--- src/sfpc_pkg.sv ---
/*
  Constants shared by the serial flash pin-control block.
  Assumes a single system clock; pin-side timing is taken from
  sampled pins, and no software register map exists.
*/
package sfpc_pkg;
  // Clock rate of sys_clk in MHz
  localparam int CLK_MHZ = 25;
  // Opcode width in bits
  localparam int OPC_BITS = 8;
  // Address bytes that follow the opcode
  localparam int ADDR_BYTES = 3;
  localparam int ADDR_BITS = ADDR_BYTES * 8;
  // Pages in the main array and the two page sizes
  localparam int PAGE_COUNT = 1024;
  localparam logic [8:0] PAGE_SMALL = 9'h100;
  localparam logic [8:0] PAGE_LARGE = 9'h108;
  // Buffer byte address width
  localparam int BUF_AW = 9;
  // Receive FIFO shape
  localparam int FIFO_DEPTH = 32;
  localparam int FIFO_WIDTH = 8 + BUF_AW;
  // Sectors with a protection flag
  localparam int SECT_COUNT = 8;
  // Self-timed program or erase time in microseconds
  localparam int OP_TIME_US = 1000;
  localparam int OP_CYCLES = OP_TIME_US * CLK_MHZ;
  // Pin vector layout after synchronising
  localparam int PIN_CS = 0;
  localparam int PIN_SCK = 1;
  localparam int PIN_SI = 2;
  localparam int PIN_WP = 3;
  localparam int PIN_RST = 4;
  localparam int PIN_COUNT = 5;
  // Sequencer states
  typedef enum logic [2:0] {
    ST_IDLE = 3'h0,
    ST_OPC = 3'h1,
    ST_ADDR = 3'h2,
    ST_DATA = 3'h3,
    ST_HOLD = 3'h4
  } sfpc_state_type;
endpackage

--- src/sfpc_top.sv ---
/*
  Serial flash pin-control block: SPI framing, bit timing, output
  enable, standby, write-guard gating, reset pin, and a receive FIFO.
  Assumes pins are asynchronous to sys_clk and that sys_clk is well
  above twice the serial clock rate. The user side classifies opcodes.
*/
// Summary of operation
// - Deselected means output released, and standby once no timed run is busy
// - Deselected device ignores serial input entirely
// - Select falling starts, select rising ends operations
// - Standby waits for running program or erase
// - Sample on clock rise, drive on fall
// - Guard low protects all flagged sectors
// - Guard low refuses protection register changes
// - Guarded modify command discarded until deselect
// - Protect-enable and lockdown still run guarded
// - Reset pin aborts and holds sequencer idle
// - 1024 pages of 256 or 264 bytes
// - Program and erase timed internally
// - Opcode byte first, then address bytes
// - Everything shifted most significant bit first
`timescale 1ns/1ps
`default_nettype none

////////////////////////////////////////////////////////////////////////
// Receive FIFO with valid and ready on both sides
module sfpc_fifo #(
  parameter int WIDTH = 17,
  parameter int DEPTH = 32
) (
  input wire logic sys_clk,
  input wire logic arst_n,
  input wire logic clear,
  input wire logic [WIDTH-1:0] in_data,
  input wire logic in_valid,
  output logic in_ready,
  output logic [WIDTH-1:0] out_data,
  output logic out_valid,
  input wire logic out_ready
);
  localparam int AW = $clog2(DEPTH);
  // Storage words
  logic [WIDTH-1:0] mem_reg [DEPTH];
  // Pointers carry one wrap bit
  logic [AW:0] wr_ptr_reg;
  logic [AW:0] rd_ptr_reg;
  logic push;
  logic pop;

  // Full when pointers differ only in the wrap bit
  assign in_ready = !((wr_ptr_reg[AW] != rd_ptr_reg[AW]) &&
                      (wr_ptr_reg[AW-1:0] == rd_ptr_reg[AW-1:0]));
  assign out_valid = (wr_ptr_reg != rd_ptr_reg);
  assign push = in_valid && in_ready;
  assign pop = out_valid && out_ready;
  assign out_data = mem_reg[rd_ptr_reg[AW-1:0]];

  // Write side storage
  always_ff @(posedge sys_clk) begin
    if (push) begin
      mem_reg[wr_ptr_reg[AW-1:0]] <= in_data;
    end
  end

  // Write pointer
  always_ff @(posedge sys_clk or negedge arst_n) begin
    if (!arst_n) begin
      wr_ptr_reg <= '0;
    end else if (clear) begin
      wr_ptr_reg <= '0;
    end else if (push) begin
      wr_ptr_reg <= wr_ptr_reg + 1'b1;
    end
  end

  // Read pointer
  always_ff @(posedge sys_clk or negedge arst_n) begin
    if (!arst_n) begin
      rd_ptr_reg <= '0;
    end else if (clear) begin
      rd_ptr_reg <= '0;
    end else if (pop) begin
      rd_ptr_reg <= rd_ptr_reg + 1'b1;
    end
  end
endmodule

////////////////////////////////////////////////////////////////////////
// Pin-level control of the serial flash
module sfpc_top #(
  parameter int OP_LEN = sfpc_pkg::OP_CYCLES
) (
  input wire logic sys_clk,
  input wire logic arst_n,
  input wire logic cs_n_pin,
  input wire logic sck_pin,
  input wire logic si_pin,
  output logic so_out,
  output logic so_oe,
  input wire logic wp_n_pin,
  input wire logic rst_n_pin,
  input wire logic page_264,
  input wire logic [sfpc_pkg::SECT_COUNT-1:0] prot_flags,
  input wire logic sw_prot_en,
  output logic [sfpc_pkg::SECT_COUNT-1:0] sect_locked,
  output logic cmd_valid,
  output logic [sfpc_pkg::OPC_BITS-1:0] cmd_opcode,
  output logic [sfpc_pkg::ADDR_BITS-1:0] cmd_addr,
  input wire logic cmd_is_modify,
  input wire logic cmd_is_spr_write,
  input wire logic cmd_is_exempt,
  input wire logic cmd_is_read,
  output logic cmd_discard,
  output logic op_start,
  output logic busy,
  output logic standby,
  output logic op_abort,
  input wire logic [7:0] tx_byte,
  output logic tx_load,
  output logic [7:0] rx_data,
  output logic [sfpc_pkg::BUF_AW-1:0] rx_addr,
  output logic rx_valid,
  input wire logic rx_ready,
  output logic buf_ready
);
  import sfpc_pkg::*;

  //////////////////////////////////////////////////////////////////////
  // Declarations
  logic [PIN_COUNT-1:0] meta_reg;     // First synchroniser stage
  logic [PIN_COUNT-1:0] sync_reg;     // Second synchroniser stage
  logic sck_prev_reg;                 // Clock history for edges
  logic sel_prev_reg;                 // Select history for edges
  logic sel;                          // Device selected
  logic sck_rise;                     // Serial clock rising
  logic sck_fall;                     // Serial clock falling
  logic sel_fall;                     // Select asserted now
  logic sel_rise;                     // Select released now
  logic guard;                        // Write guard asserted
  logic pin_rst;                      // Reset pin asserted
  sfpc_state_type state_reg;          // Sequencer state
  sfpc_state_type state_next;
  logic [4:0] bit_cnt_reg;            // Bits in current field
  logic [OPC_BITS-1:0] opc_reg;       // Captured opcode
  logic [ADDR_BITS-1:0] addr_reg;     // Captured address
  logic [7:0] rx_sh_reg;              // Incoming data byte
  logic [7:0] tx_sh_reg;              // Outgoing data byte
  logic [2:0] tx_cnt_reg;             // Bits sent of current byte
  logic rd_mode_reg;                  // Read data phase active
  logic mod_ok_reg;                   // Accepted modify pending
  logic [BUF_AW-1:0] baddr_reg;       // Buffer byte address
  logic [BUF_AW-1:0] page_size;       // Selected page size
  logic [31:0] op_cnt_reg;            // Self-timed cycle count
  logic addr_done;                    // Last address bit taken
  logic byte_done;                    // Data byte complete
  logic refuse;                       // Guard refuses command
  logic [FIFO_WIDTH-1:0] fifo_in;

  //////////////////////////////////////////////////////////////////////
  // Two-stage synchronisers for every pin
  always_ff @(posedge sys_clk or negedge arst_n) begin
    if (!arst_n) begin
      meta_reg <= 5'h1B;              // cs_n, sck, wp_n, rst_n high
      sync_reg <= 5'h1B;
    end else begin
      meta_reg <= {rst_n_pin, wp_n_pin, si_pin, sck_pin, cs_n_pin};
      sync_reg <= meta_reg;
    end
  end

  // Edge history of serial clock and select
  always_ff @(posedge sys_clk or negedge arst_n) begin
    if (!arst_n) begin
      sck_prev_reg <= 1'b0;
      sel_prev_reg <= 1'b0;
    end else begin
      sck_prev_reg <= sync_reg[PIN_SCK];
      sel_prev_reg <= sel;
    end
  end

  // Decoded pin events
  assign sel = !sync_reg[PIN_CS];
  assign sck_rise = sel && sync_reg[PIN_SCK] && !sck_prev_reg;
  assign sck_fall = sel && !sync_reg[PIN_SCK] && sck_prev_reg;
  assign sel_fall = sel && !sel_prev_reg;
  assign sel_rise = !sel && sel_prev_reg;
  assign guard = !sync_reg[PIN_WP];
  assign pin_rst = !sync_reg[PIN_RST];
  assign op_abort = pin_rst;

  //////////////////////////////////////////////////////////////////////
  // Sector protection outputs, one per sector
  genvar gi;
  generate
    for (gi = 0; gi < SECT_COUNT; gi++) begin : g_sect
      // Guard protects flagged sectors regardless of software
      assign sect_locked[gi] = prot_flags[gi] && (guard || sw_prot_en);
    end
  endgenerate

  //////////////////////////////////////////////////////////////////////
  // Sequencer next state
  assign addr_done = (state_reg == ST_ADDR) && sck_rise &&
                     (bit_cnt_reg == 5'(ADDR_BITS - 1));
  assign byte_done = (state_reg == ST_DATA) && sck_rise &&
                     (bit_cnt_reg == 5'h07);
  // Modify or protection-register writes refused under guard
  assign refuse = guard && !cmd_is_exempt &&
                  (cmd_is_modify || cmd_is_spr_write);

  always_comb begin
    state_next = state_reg;
    case (state_reg)
      ST_IDLE: begin
        // Only a select falling edge opens a frame
        if (sel_fall) begin
          state_next = ST_OPC;
        end
      end
      ST_OPC: begin
        // Opcode byte comes first
        if (sck_rise && bit_cnt_reg == 5'(OPC_BITS - 1)) begin
          state_next = ST_ADDR;
        end
      end
      ST_ADDR: begin
        // Refused command waits out the frame
        if (addr_done) begin
          state_next = refuse ? ST_HOLD : ST_DATA;
        end
      end
      ST_DATA: begin
        state_next = ST_DATA;
      end
      ST_HOLD: begin
        state_next = ST_HOLD;
      end
      default: begin
        state_next = ST_IDLE;
      end
    endcase
    // Deselect ends every frame
    if (!sel) begin
      state_next = ST_IDLE;
    end
  end

  // Sequencer state register, held idle by the reset pin
  always_ff @(posedge sys_clk or negedge arst_n) begin
    if (!arst_n) begin
      state_reg <= ST_IDLE;
    end else if (pin_rst) begin
      state_reg <= ST_IDLE;
    end else begin
      state_reg <= state_next;
    end
  end

  //////////////////////////////////////////////////////////////////////
  // Input shifting, most significant bit first on clock rise
  always_ff @(posedge sys_clk or negedge arst_n) begin
    if (!arst_n) begin
      bit_cnt_reg <= 5'h00;
      opc_reg <= '0;
      addr_reg <= '0;
      rx_sh_reg <= 8'h00;
    end else if (pin_rst || state_reg == ST_IDLE) begin
      bit_cnt_reg <= 5'h00;           // Ignore SI while idle
    end else if (sck_rise) begin
      case (state_reg)
        ST_OPC: begin
          opc_reg <= {opc_reg[OPC_BITS-2:0], sync_reg[PIN_SI]};
          bit_cnt_reg <= (bit_cnt_reg == 5'(OPC_BITS - 1)) ? 5'h00 :
                         bit_cnt_reg + 5'h01;
        end
        ST_ADDR: begin
          addr_reg <= {addr_reg[ADDR_BITS-2:0], sync_reg[PIN_SI]};
          bit_cnt_reg <= addr_done ? 5'h00 : bit_cnt_reg + 5'h01;
        end
        ST_DATA: begin
          rx_sh_reg <= {rx_sh_reg[6:0], sync_reg[PIN_SI]};
          bit_cnt_reg <= byte_done ? 5'h00 : bit_cnt_reg + 5'h01;
        end
        default: begin
          bit_cnt_reg <= bit_cnt_reg;
        end
      endcase
    end
  end

  // Command outputs follow the captured fields
  assign cmd_opcode = opc_reg;
  assign cmd_addr = {addr_reg[ADDR_BITS-2:0], sync_reg[PIN_SI]};
  assign cmd_valid = addr_done && !pin_rst;
  assign cmd_discard = cmd_valid && refuse;

  //////////////////////////////////////////////////////////////////////
  // Command acceptance flags
  always_ff @(posedge sys_clk or negedge arst_n) begin
    if (!arst_n) begin
      rd_mode_reg <= 1'b0;
      mod_ok_reg <= 1'b0;
    end else if (pin_rst || !sel) begin
      rd_mode_reg <= 1'b0;
      mod_ok_reg <= 1'b0;
    end else if (cmd_valid) begin
      rd_mode_reg <= cmd_is_read;
      // Exempt commands still run under guard
      mod_ok_reg <= !refuse &&
                    (cmd_is_modify || cmd_is_spr_write);
    end
  end

  //////////////////////////////////////////////////////////////////////
  // Output shifting on clock fall, reloading per byte
  assign tx_load = (cmd_valid && cmd_is_read) ||
                   (rd_mode_reg && sck_fall && tx_cnt_reg == 3'h7);

  always_ff @(posedge sys_clk or negedge arst_n) begin
    if (!arst_n) begin
      tx_sh_reg <= 8'h00;
      tx_cnt_reg <= 3'h0;
      so_out <= 1'b0;
    end else if (tx_load && !sck_fall) begin
      tx_sh_reg <= tx_byte;
      tx_cnt_reg <= 3'h0;
    end else if (rd_mode_reg && sck_fall) begin
      so_out <= tx_sh_reg[7];
      tx_sh_reg <= tx_load ? tx_byte : {tx_sh_reg[6:0], 1'b0};
      tx_cnt_reg <= tx_cnt_reg + 3'h1;
    end
  end

  // Output driven only while selected
  always_ff @(posedge sys_clk or negedge arst_n) begin
    if (!arst_n) begin
      so_oe <= 1'b0;
    end else begin
      so_oe <= sel && !pin_rst;
    end
  end

  //////////////////////////////////////////////////////////////////////
  // Buffer address, wrapping at the chosen page size
  assign page_size = page_264 ? PAGE_LARGE : PAGE_SMALL;

  always_ff @(posedge sys_clk or negedge arst_n) begin
    if (!arst_n) begin
      baddr_reg <= '0;
    end else if (cmd_valid) begin
      baddr_reg <= cmd_addr[BUF_AW-1:0];
    end else if (byte_done) begin
      baddr_reg <= (baddr_reg + 1'b1 >= page_size) ? '0 :
                   baddr_reg + 1'b1;
    end
  end

  // Received bytes enter the FIFO with their buffer address
  assign fifo_in = {baddr_reg, rx_sh_reg[6:0], sync_reg[PIN_SI]};

  sfpc_fifo #(
    .WIDTH(FIFO_WIDTH),
    .DEPTH(FIFO_DEPTH)
  ) u_fifo (
    .sys_clk(sys_clk),
    .arst_n(arst_n),
    .clear(pin_rst),
    .in_data(fifo_in),
    .in_valid(byte_done && !rd_mode_reg && !pin_rst),
    .in_ready(buf_ready),
    .out_data({rx_addr, rx_data}),
    .out_valid(rx_valid),
    .out_ready(rx_ready)
  );

  //////////////////////////////////////////////////////////////////////
  // Self-timed program or erase cycle
  assign op_start = sel_rise && mod_ok_reg && !pin_rst;

  always_ff @(posedge sys_clk or negedge arst_n) begin
    if (!arst_n) begin
      op_cnt_reg <= 32'h0000_0000;
    end else if (pin_rst) begin
      op_cnt_reg <= 32'h0000_0000;    // Abort timed cycle
    end else if (op_start) begin
      op_cnt_reg <= 32'(OP_LEN);
    end else if (op_cnt_reg != 32'h0000_0000) begin
      op_cnt_reg <= op_cnt_reg - 32'h0000_0001;
    end
  end

  assign busy = (op_cnt_reg != 32'h0000_0000);
  // Standby deferred while a timed cycle runs
  assign standby = !sel && !busy && !op_start;
endmodule

`default_nettype wire

--- config.mk ---
export PLATFORM = sky130hd
export DESIGN_NAME = sfpc_top
export DESIGN_NICKNAME = d
export VERILOG_FILES = /design/src/sfpc_pkg.sv /design/src/sfpc_top.sv
export SDC_FILE = /design/constraint.sdc
export NUM_CORES = 1
export LEC_CHECK = 0
export CORE_MARGIN = 4
export CORE_UTILIZATION = 27
export DETAILED_ROUTE_END_ITERATION = 8
export DONT_BUFFER_PORTS = 1
export MAX_ROUTING_LAYER = met4
export PLACE_DENSITY = 0.51
export SLEW_MARGIN = 10
export SYNTH_ARGS = -nofsm -noshare
export SYNTH_HDL_FRONTEND = slang
export SYNTH_SLANG_ARGS = --single-unit
--- constraint.sdc ---
create_clock -name sys_clk -period 3.9 [get_ports sys_clk]
set_clock_uncertainty 0.2 [all_clocks]
set_input_delay 0.78 -clock sys_clk [delete_from_list [all_inputs] [get_ports sys_clk]]
set_output_delay 0.78 -clock sys_clk [all_outputs]
set_load 0.01 [all_outputs]
==> impl_metrics.yaml, run 1 <==
layout:
  fin_area_um2: 32500
  syn2layout_area_growth_pct: 21.4
  fillers: 9377
  num-nets-final: 1657
  largest_register_ffs: 544
  layout-drive-gt1-share_pct: 30.6
pwr:
  power_density_nw_per_um2: 447
  ir_drop_v: 0.000308
  totalPowerFinal_w: 0.0145
  power_leakage_nw: 10.4
critical_path:
  path_max_fanout: 8
  critical_path_required_ns: 2.92
  path_class: "flop to output port"
  cp.arrival_ns: 2.94
  critPathLaunchType: "flop"
  crit_path_max_incr_delay_ns: 0.54
  worst-path-buf-inv: 4
  critPathCaptureType: "output port"
  path_cells: "buf_12 > buf_12 > buf_12 > mux4_2 > mux4_2 > nand2_2 > o21ai_4 > buf_6"
  crit_slowest_cell: "mux4_2"
  r2r_start: "u_fifo.rd_ptr_reg[0]"
  cp_top_family: "multiplexers"
  crit_top_cell: "buf_12"
  crit_start: "u_fifo.rd_ptr_reg[0]"
placed_design:
  hpwl_mm: 39.1
  dpl_cell_area_um2: 29200
  gp_congestion: 0.737
  portBuffers: 0
logic_synthesis:
  synthFlopType: "edfxtp_1"
  netlist_area_um2: 26700
  ys.warnings.count: 0
  ys_top_cells_by_area: "edfxtp_1 61%, mux4_2 11%, dfrtp_1 11%"
  yosys.area.top_type: "edfxtp_1"
  synth_edf_count: 544
  seq_area_frac_synth_pct: 72.9
  yosysUniqueCellTypes: 61
  synth_top_area_share_pct: 61.1
  synthArstFlopShare_pct: 18.8
  syn-num-nets: 1511
  syn_area_per_cell_um2: 18.2
  syn-instance-count: 1469
  ys_seq_elements: 670
sta:
  setup_tns_ns: -0.0464
  hold_viol_final: 0
  max_slew_margin_pct: 23.4
  drv_slew: 0
  max_freq_mhz: 255
  post-route-min-period_ns: 3.92
  setup_slack_ns: -0.0205
  setup_viol: 3
  worst_pin_slew_ns: 1.15
  rsz0062_at_grt: "yes"
  post-route-period-util_pct: 101
routing:
  first_pass_iters: 6
  drtAntennaViolNets: 0
  routed_wl_mm: 69.6
  via_per_inst: 4.91
  route.vias.total: 14500
  route.detailed.drc: 0
  drtIter0Drc: 1374
  wl_per_cell_um: 23.5
global_routing:
  grt_pass1_vias: 15000
  overflow: 0
  grt_max_degree: 127
  grt_pass1_wl_mm: 102
  grt.total_usage_pct: 13.7
  antenna_found_initial: 2
floorplanning:
  core_um2: 98300
  initial_core_util_pct: 27.2
  rows: 115
  die_h_um: 323
  die_x_um: 323
  dieArea_um2: 104000
  ioPinCount: 98
cts:
  tritoncts: "built"
  cts_made_buffers: 71
  clkLatencyLatePin_ns: 0.61
  clock_path_buffers: 3
  cts_root_buffer: "clkbuf_16"
  clock_sinks: 670
  cts_max_level: 3
  path_clk_slew_ns: 0.06
outcome:
  violations: "setup timing"
  status: "complete, but fails checks"
worst_hold_path:
  holdCritPathClass: "input pin to flop"
  hold_start: "tx_byte[0]"
flow_run:
  drv_cap: 0
stage by stage:
| stage | hold WS [ns] | worst slack [ns] | utilization [%] | std cells |
|---|---|---|---|---|
| 2_1_floorplan | 0.131 | 0.503 | - | 1469 |
| 3_3_place_gp | 0.138 | 0.284 | 29.7 | 2794 |
| 3_5_place_dp | 0.148 | 0.295 | 29.7 | 2794 |
| 4_1_cts | 0.0633 | -0.0699 | 32.8 | 2945 |
| 5_1_grt | 0.0903 | -0.146 | 33.0 | 2956 |
| 6_report | 0.108 | -0.0205 | 33.0 | 2957 |
path summary, 6_finish.rpt:
kind / end / slack [ns] / depth (start not counted)
setup reg to reg: u_fifo.mem_reg[14][2] / 0.63 / 10
min in group asynchronous: op_cnt_reg[29] / 0.66 / 2
hold reg to reg: sync_reg[2] / 0.15 / 0
setup / recovery: rx_addr[1] / -0.02 / 8
hold / removal: tx_sh_reg[0] / 0.11 / 1
max in group asynchronous: u_fifo.rd_ptr_reg[1] / 2.27 / 2
report_power, final:
| group | internal [W] | switching (W) | total, W |
|---|---|---|---|
| sequential | 0.00766 | 0.0000106 | 0.00767 |
| clock | 0.00395 | 0.00281 | 0.00677 |
| combinational | 0.0000199 | 0.0000574 | 0.0000773 |
cell usage in the layout, fill, tap and decap left out, types with 15 or more instances in the layout:
master	count
edfxtp_1	544
mux4_2	136
mux2i_1	18
nor3_1	21
xnor2_1	23
nand2_1	50
buf_4	93
nor2_2	35
a222oi_1	17
nor2b_1	22
mux2_2	38
xor2_1	20
nand3_1	17
inv_1	15
nor2_1	56
dfrtp_1	114
a21oi_1	20
o21ai_0	23
buf_12	16
a21o_1	19
clkbuf_1	16
clkbuf_16	77
synth_stat cells (20+ instances only):
cell type and instances:
a21oi_1 27, xor2_1 20, xnor2_1 23, nor2_1 95, clkbuf_1 54, o21ai_0 31, nor3_1 21, mux4_2 136
nand2_1 54, dfrtp_1 118, mux2_2 38, nor2b_1 23, edfxtp_1 544
final cells by class:
type	count	area [µm²]	share of cell area, %
clock inverters	32	360	1.11
well taps	1287	1610	4.96
inverters	16	60.1	0.185
diodes	3	7.51	0.0231
repair buffers	149	1780	5.47
flip-flops and latches	670	19500	60.1
multi-input cells	707	7180	22.1
clock buffers	93	1950	6.02
worst reg2reg max path: stages (launching register included):
cell       delay (ns)
dfrtp_4          0.50
buf_4            0.20
clkbuf_16        0.19
buf_4            0.16
xor2_1           0.13
nor3_1           0.11
a311oi_1         0.27
buf_4            0.20
nand2_1          0.33
nor2_2           0.47
buf_12           0.22
logic make-up (layout without fill, tap and decap cells):
logic type / after synthesis / count (layout) / synth area share (%)
other: 0 / 3 / 0
AO/OA/AOI/OAI: 168 / 168 / 4.49
AND/OR/NAND/NOR: 291 / 291 / 5.48
XOR/XNOR: 43 / 43 / 1.41
multiplexers: 193 / 193 / 13.8
adder cells (fa/ha/maj): 12 / 12 / 0.561
flip-flops: 670 / 670 / 72.9
buffers and inverters: 92 / 290 / 1.38
timing repair:
item / in CTS / in global routing
hold buffers: 7 / 0
endpoints found under the setup margin: 17 / 19
pin swaps: 11 / 10
cloned: 9 / 3
endpoints found under the hold margin: 131 / 0
resized for setup: 59 / 29
buffers inserted: 12 / 6
routing by layer:
layer | share of wire (%) | global-route usage [%]
met4 | 1.9 | 3.17
met1 | 45 | 18.7
met2 | 47 | 20.9
met5 | 0 | -
met3 | 6.7 | 3.43
Power figures use the tool's default switching activity.
==> inputs of run 2 (changes only) <==
RECOVER_POWER = 50   (was default)
==> run 2 against run 1 <==
Net effect: the run ends with capacitance limit, slew limit, setup timing left; register-to-register slack got worse by 0.27 ns; sequential share of layout area up 0.11 points; clock power about the same; worst hold slack improved by 0.00074 ns; critical endpoint is now rx_addr[2].
==> impl_metrics.yaml, run 2 (same netlist as run 1, synthesis figures left out) <==
sta:
  post-route-period-util_pct: 101
  setup_slack_ns: -0.0213
  setup_viol: 4
  max_slew_margin_pct: -23.9
  hold_viol_final: 0
  max_freq_mhz: 255
  drv_slew: 422
  worst_pin_slew_ns: 1.86
  post-route-min-period_ns: 3.92
  setup_tns_ns: -0.0460
  rsz0062_at_grt: "yes"
routing:
  route.detailed.drc: 0
  first_pass_iters: 5
  via_per_inst: 4.92
  drtAntennaViolNets: 0
  wl_per_cell_um: 23.5
  drtIter0Drc: 1320
  routed_wl_mm: 69.6
  route.vias.total: 14500
layout:
  num-nets-final: 1657
  layout-drive-gt1-share_pct: 29.9
  largest_register_ffs: 544
  final_common_cell: "edfxtp_1"
  mostFrequentLayoutCells: "544 x edfxtp_1, 136 x mux4_2, 114 x dfrtp_1"
  fillers: 9384
  syn2layout_area_growth_pct: 21.2
flow_run:
  drv_cap: 9
critical_path:
  cp.arrival_ns: 2.94
  path_max_fanout: 8
  critical_path_required_ns: 2.92
  critPathLaunchType: "flop"
  critPathCaptureType: "output port"
  reg2reg_depth: 8
  path_class: "flop to output port"
worst_hold_path:
  holdCritPathClass: "input pin to flop"
  min_path_cells: 1
pwr:
  power_leakage_nw: 10.4
  ir_drop_v: 0.000307
  totalPowerFinal_w: 0.0145
  power_density_nw_per_um2: 448
cts:
  path_clk_slew_ns: 0.06
  tritoncts: "built"
  cts_root_buffer: "clkbuf_16"
  cts_made_buffers: 71
  clock_sinks: 670
  cts_max_level: 3
  clock_path_buffers: 3
  clkLatencyLatePin_ns: 0.61
global_routing:
  grt_pass1_wl_mm: 102
  antenna_found_initial: 2
  grt_pass1_vias: 15000
  overflow: 0
  grt.total_usage_pct: 13.7
  grt_max_degree: 127
placed_design:
  dp_slack_ns: 0.295
  portBuffers: 0
  hpwl_mm: 39.1
  gp_congestion: 0.737
floorplanning:
  dieArea_um2: 104000
  initial_core_util_pct: 27.2
  rows: 115
  die_x_um: 323
  die_h_um: 323
  ioPinCount: 98
  core_um2: 98300
outcome:
  status: "complete, but fails checks"
  violations: "capacitance limit, slew limit, setup timing"
## run 2: repair_timing
action                                  CTS  global route
setup buffers                            12             6
hold endpoints to repair                131             0
pin swaps                                11            10
hold buffers                              7             0
resized for setup                        59            29
endpoints found under the setup margin   17            19
gates cloned                              9             3
## run 2: routing by layer
metal  routed length [µm]  vias to the layer above  global-route usage, %
li1                     -                     6210                      -
met1                30900                     7776                   18.7
met5                    0                        -                      -
met2                32700                      462                   20.9
met3                 4670                      100                   3.43
met4                 1330                        0                   3.17
## run 2: final cells by class
type	instances	area, µm²	share of cell area [%]
inverters	16	60.1	0.185
clock inverters	32	360	1.11
clock buffers	93	1950	6.03
diodes	3	7.51	0.0232
flip-flops and latches	670	19500	60.2
multi-input cells	707	7180	22.2
well taps	1287	1610	4.97
repair buffers	149	1720	5.31
## run 2: worst max-delay path: stages, from the launching register on
cell	delay [ns]
dfrtp_4	0.44
buf_12	0.19
buf_6	0.15
mux4_2	0.54
mux4_2	0.47
nand2_1	0.09
o21ai_1	0.10
buf_4	0.21
buf_4	0.14
## run 2: per-stage QoR
stage / cells / utilization (%) / hold slack (ns) / cell area (µm²)
after global placement: 2794 / 29.7 / 0.138 / 29200
after detailed placement: 2794 / 29.7 / 0.148 / 29200
after CTS: 2945 / 32.8 / 0.0633 / 32200
final: 2957 / 33.0 / 0.108 / 32400
after floorplan: 1469 / - / 0.131 / 26700
after global routing: 2956 / 33.0 / 0.0903 / 32400
## run 2: worst paths after layout
path	to	startpoint	slack [ns]
min reg2reg	sync_reg[2]	meta_reg[2]	0.15
max reg2reg	baddr_reg[4]	baddr_reg[1]	0.36
min in group asynchronous	op_cnt_reg[29]	arst_n	1.11
max	rx_addr[2]	u_fifo.rd_ptr_reg[0]	-0.02
max in group asynchronous	u_fifo.rd_ptr_reg[1]	arst_n	1.01
min	tx_sh_reg[0]	tx_byte[0]	0.11
## run 2: power by group
part	switching (W)	internal, W	total, W
clock	0.00282	0.00395	0.00677
sequential	0.0000106	0.00766	0.00767
combinational	0.0000571	0.0000171	0.0000742
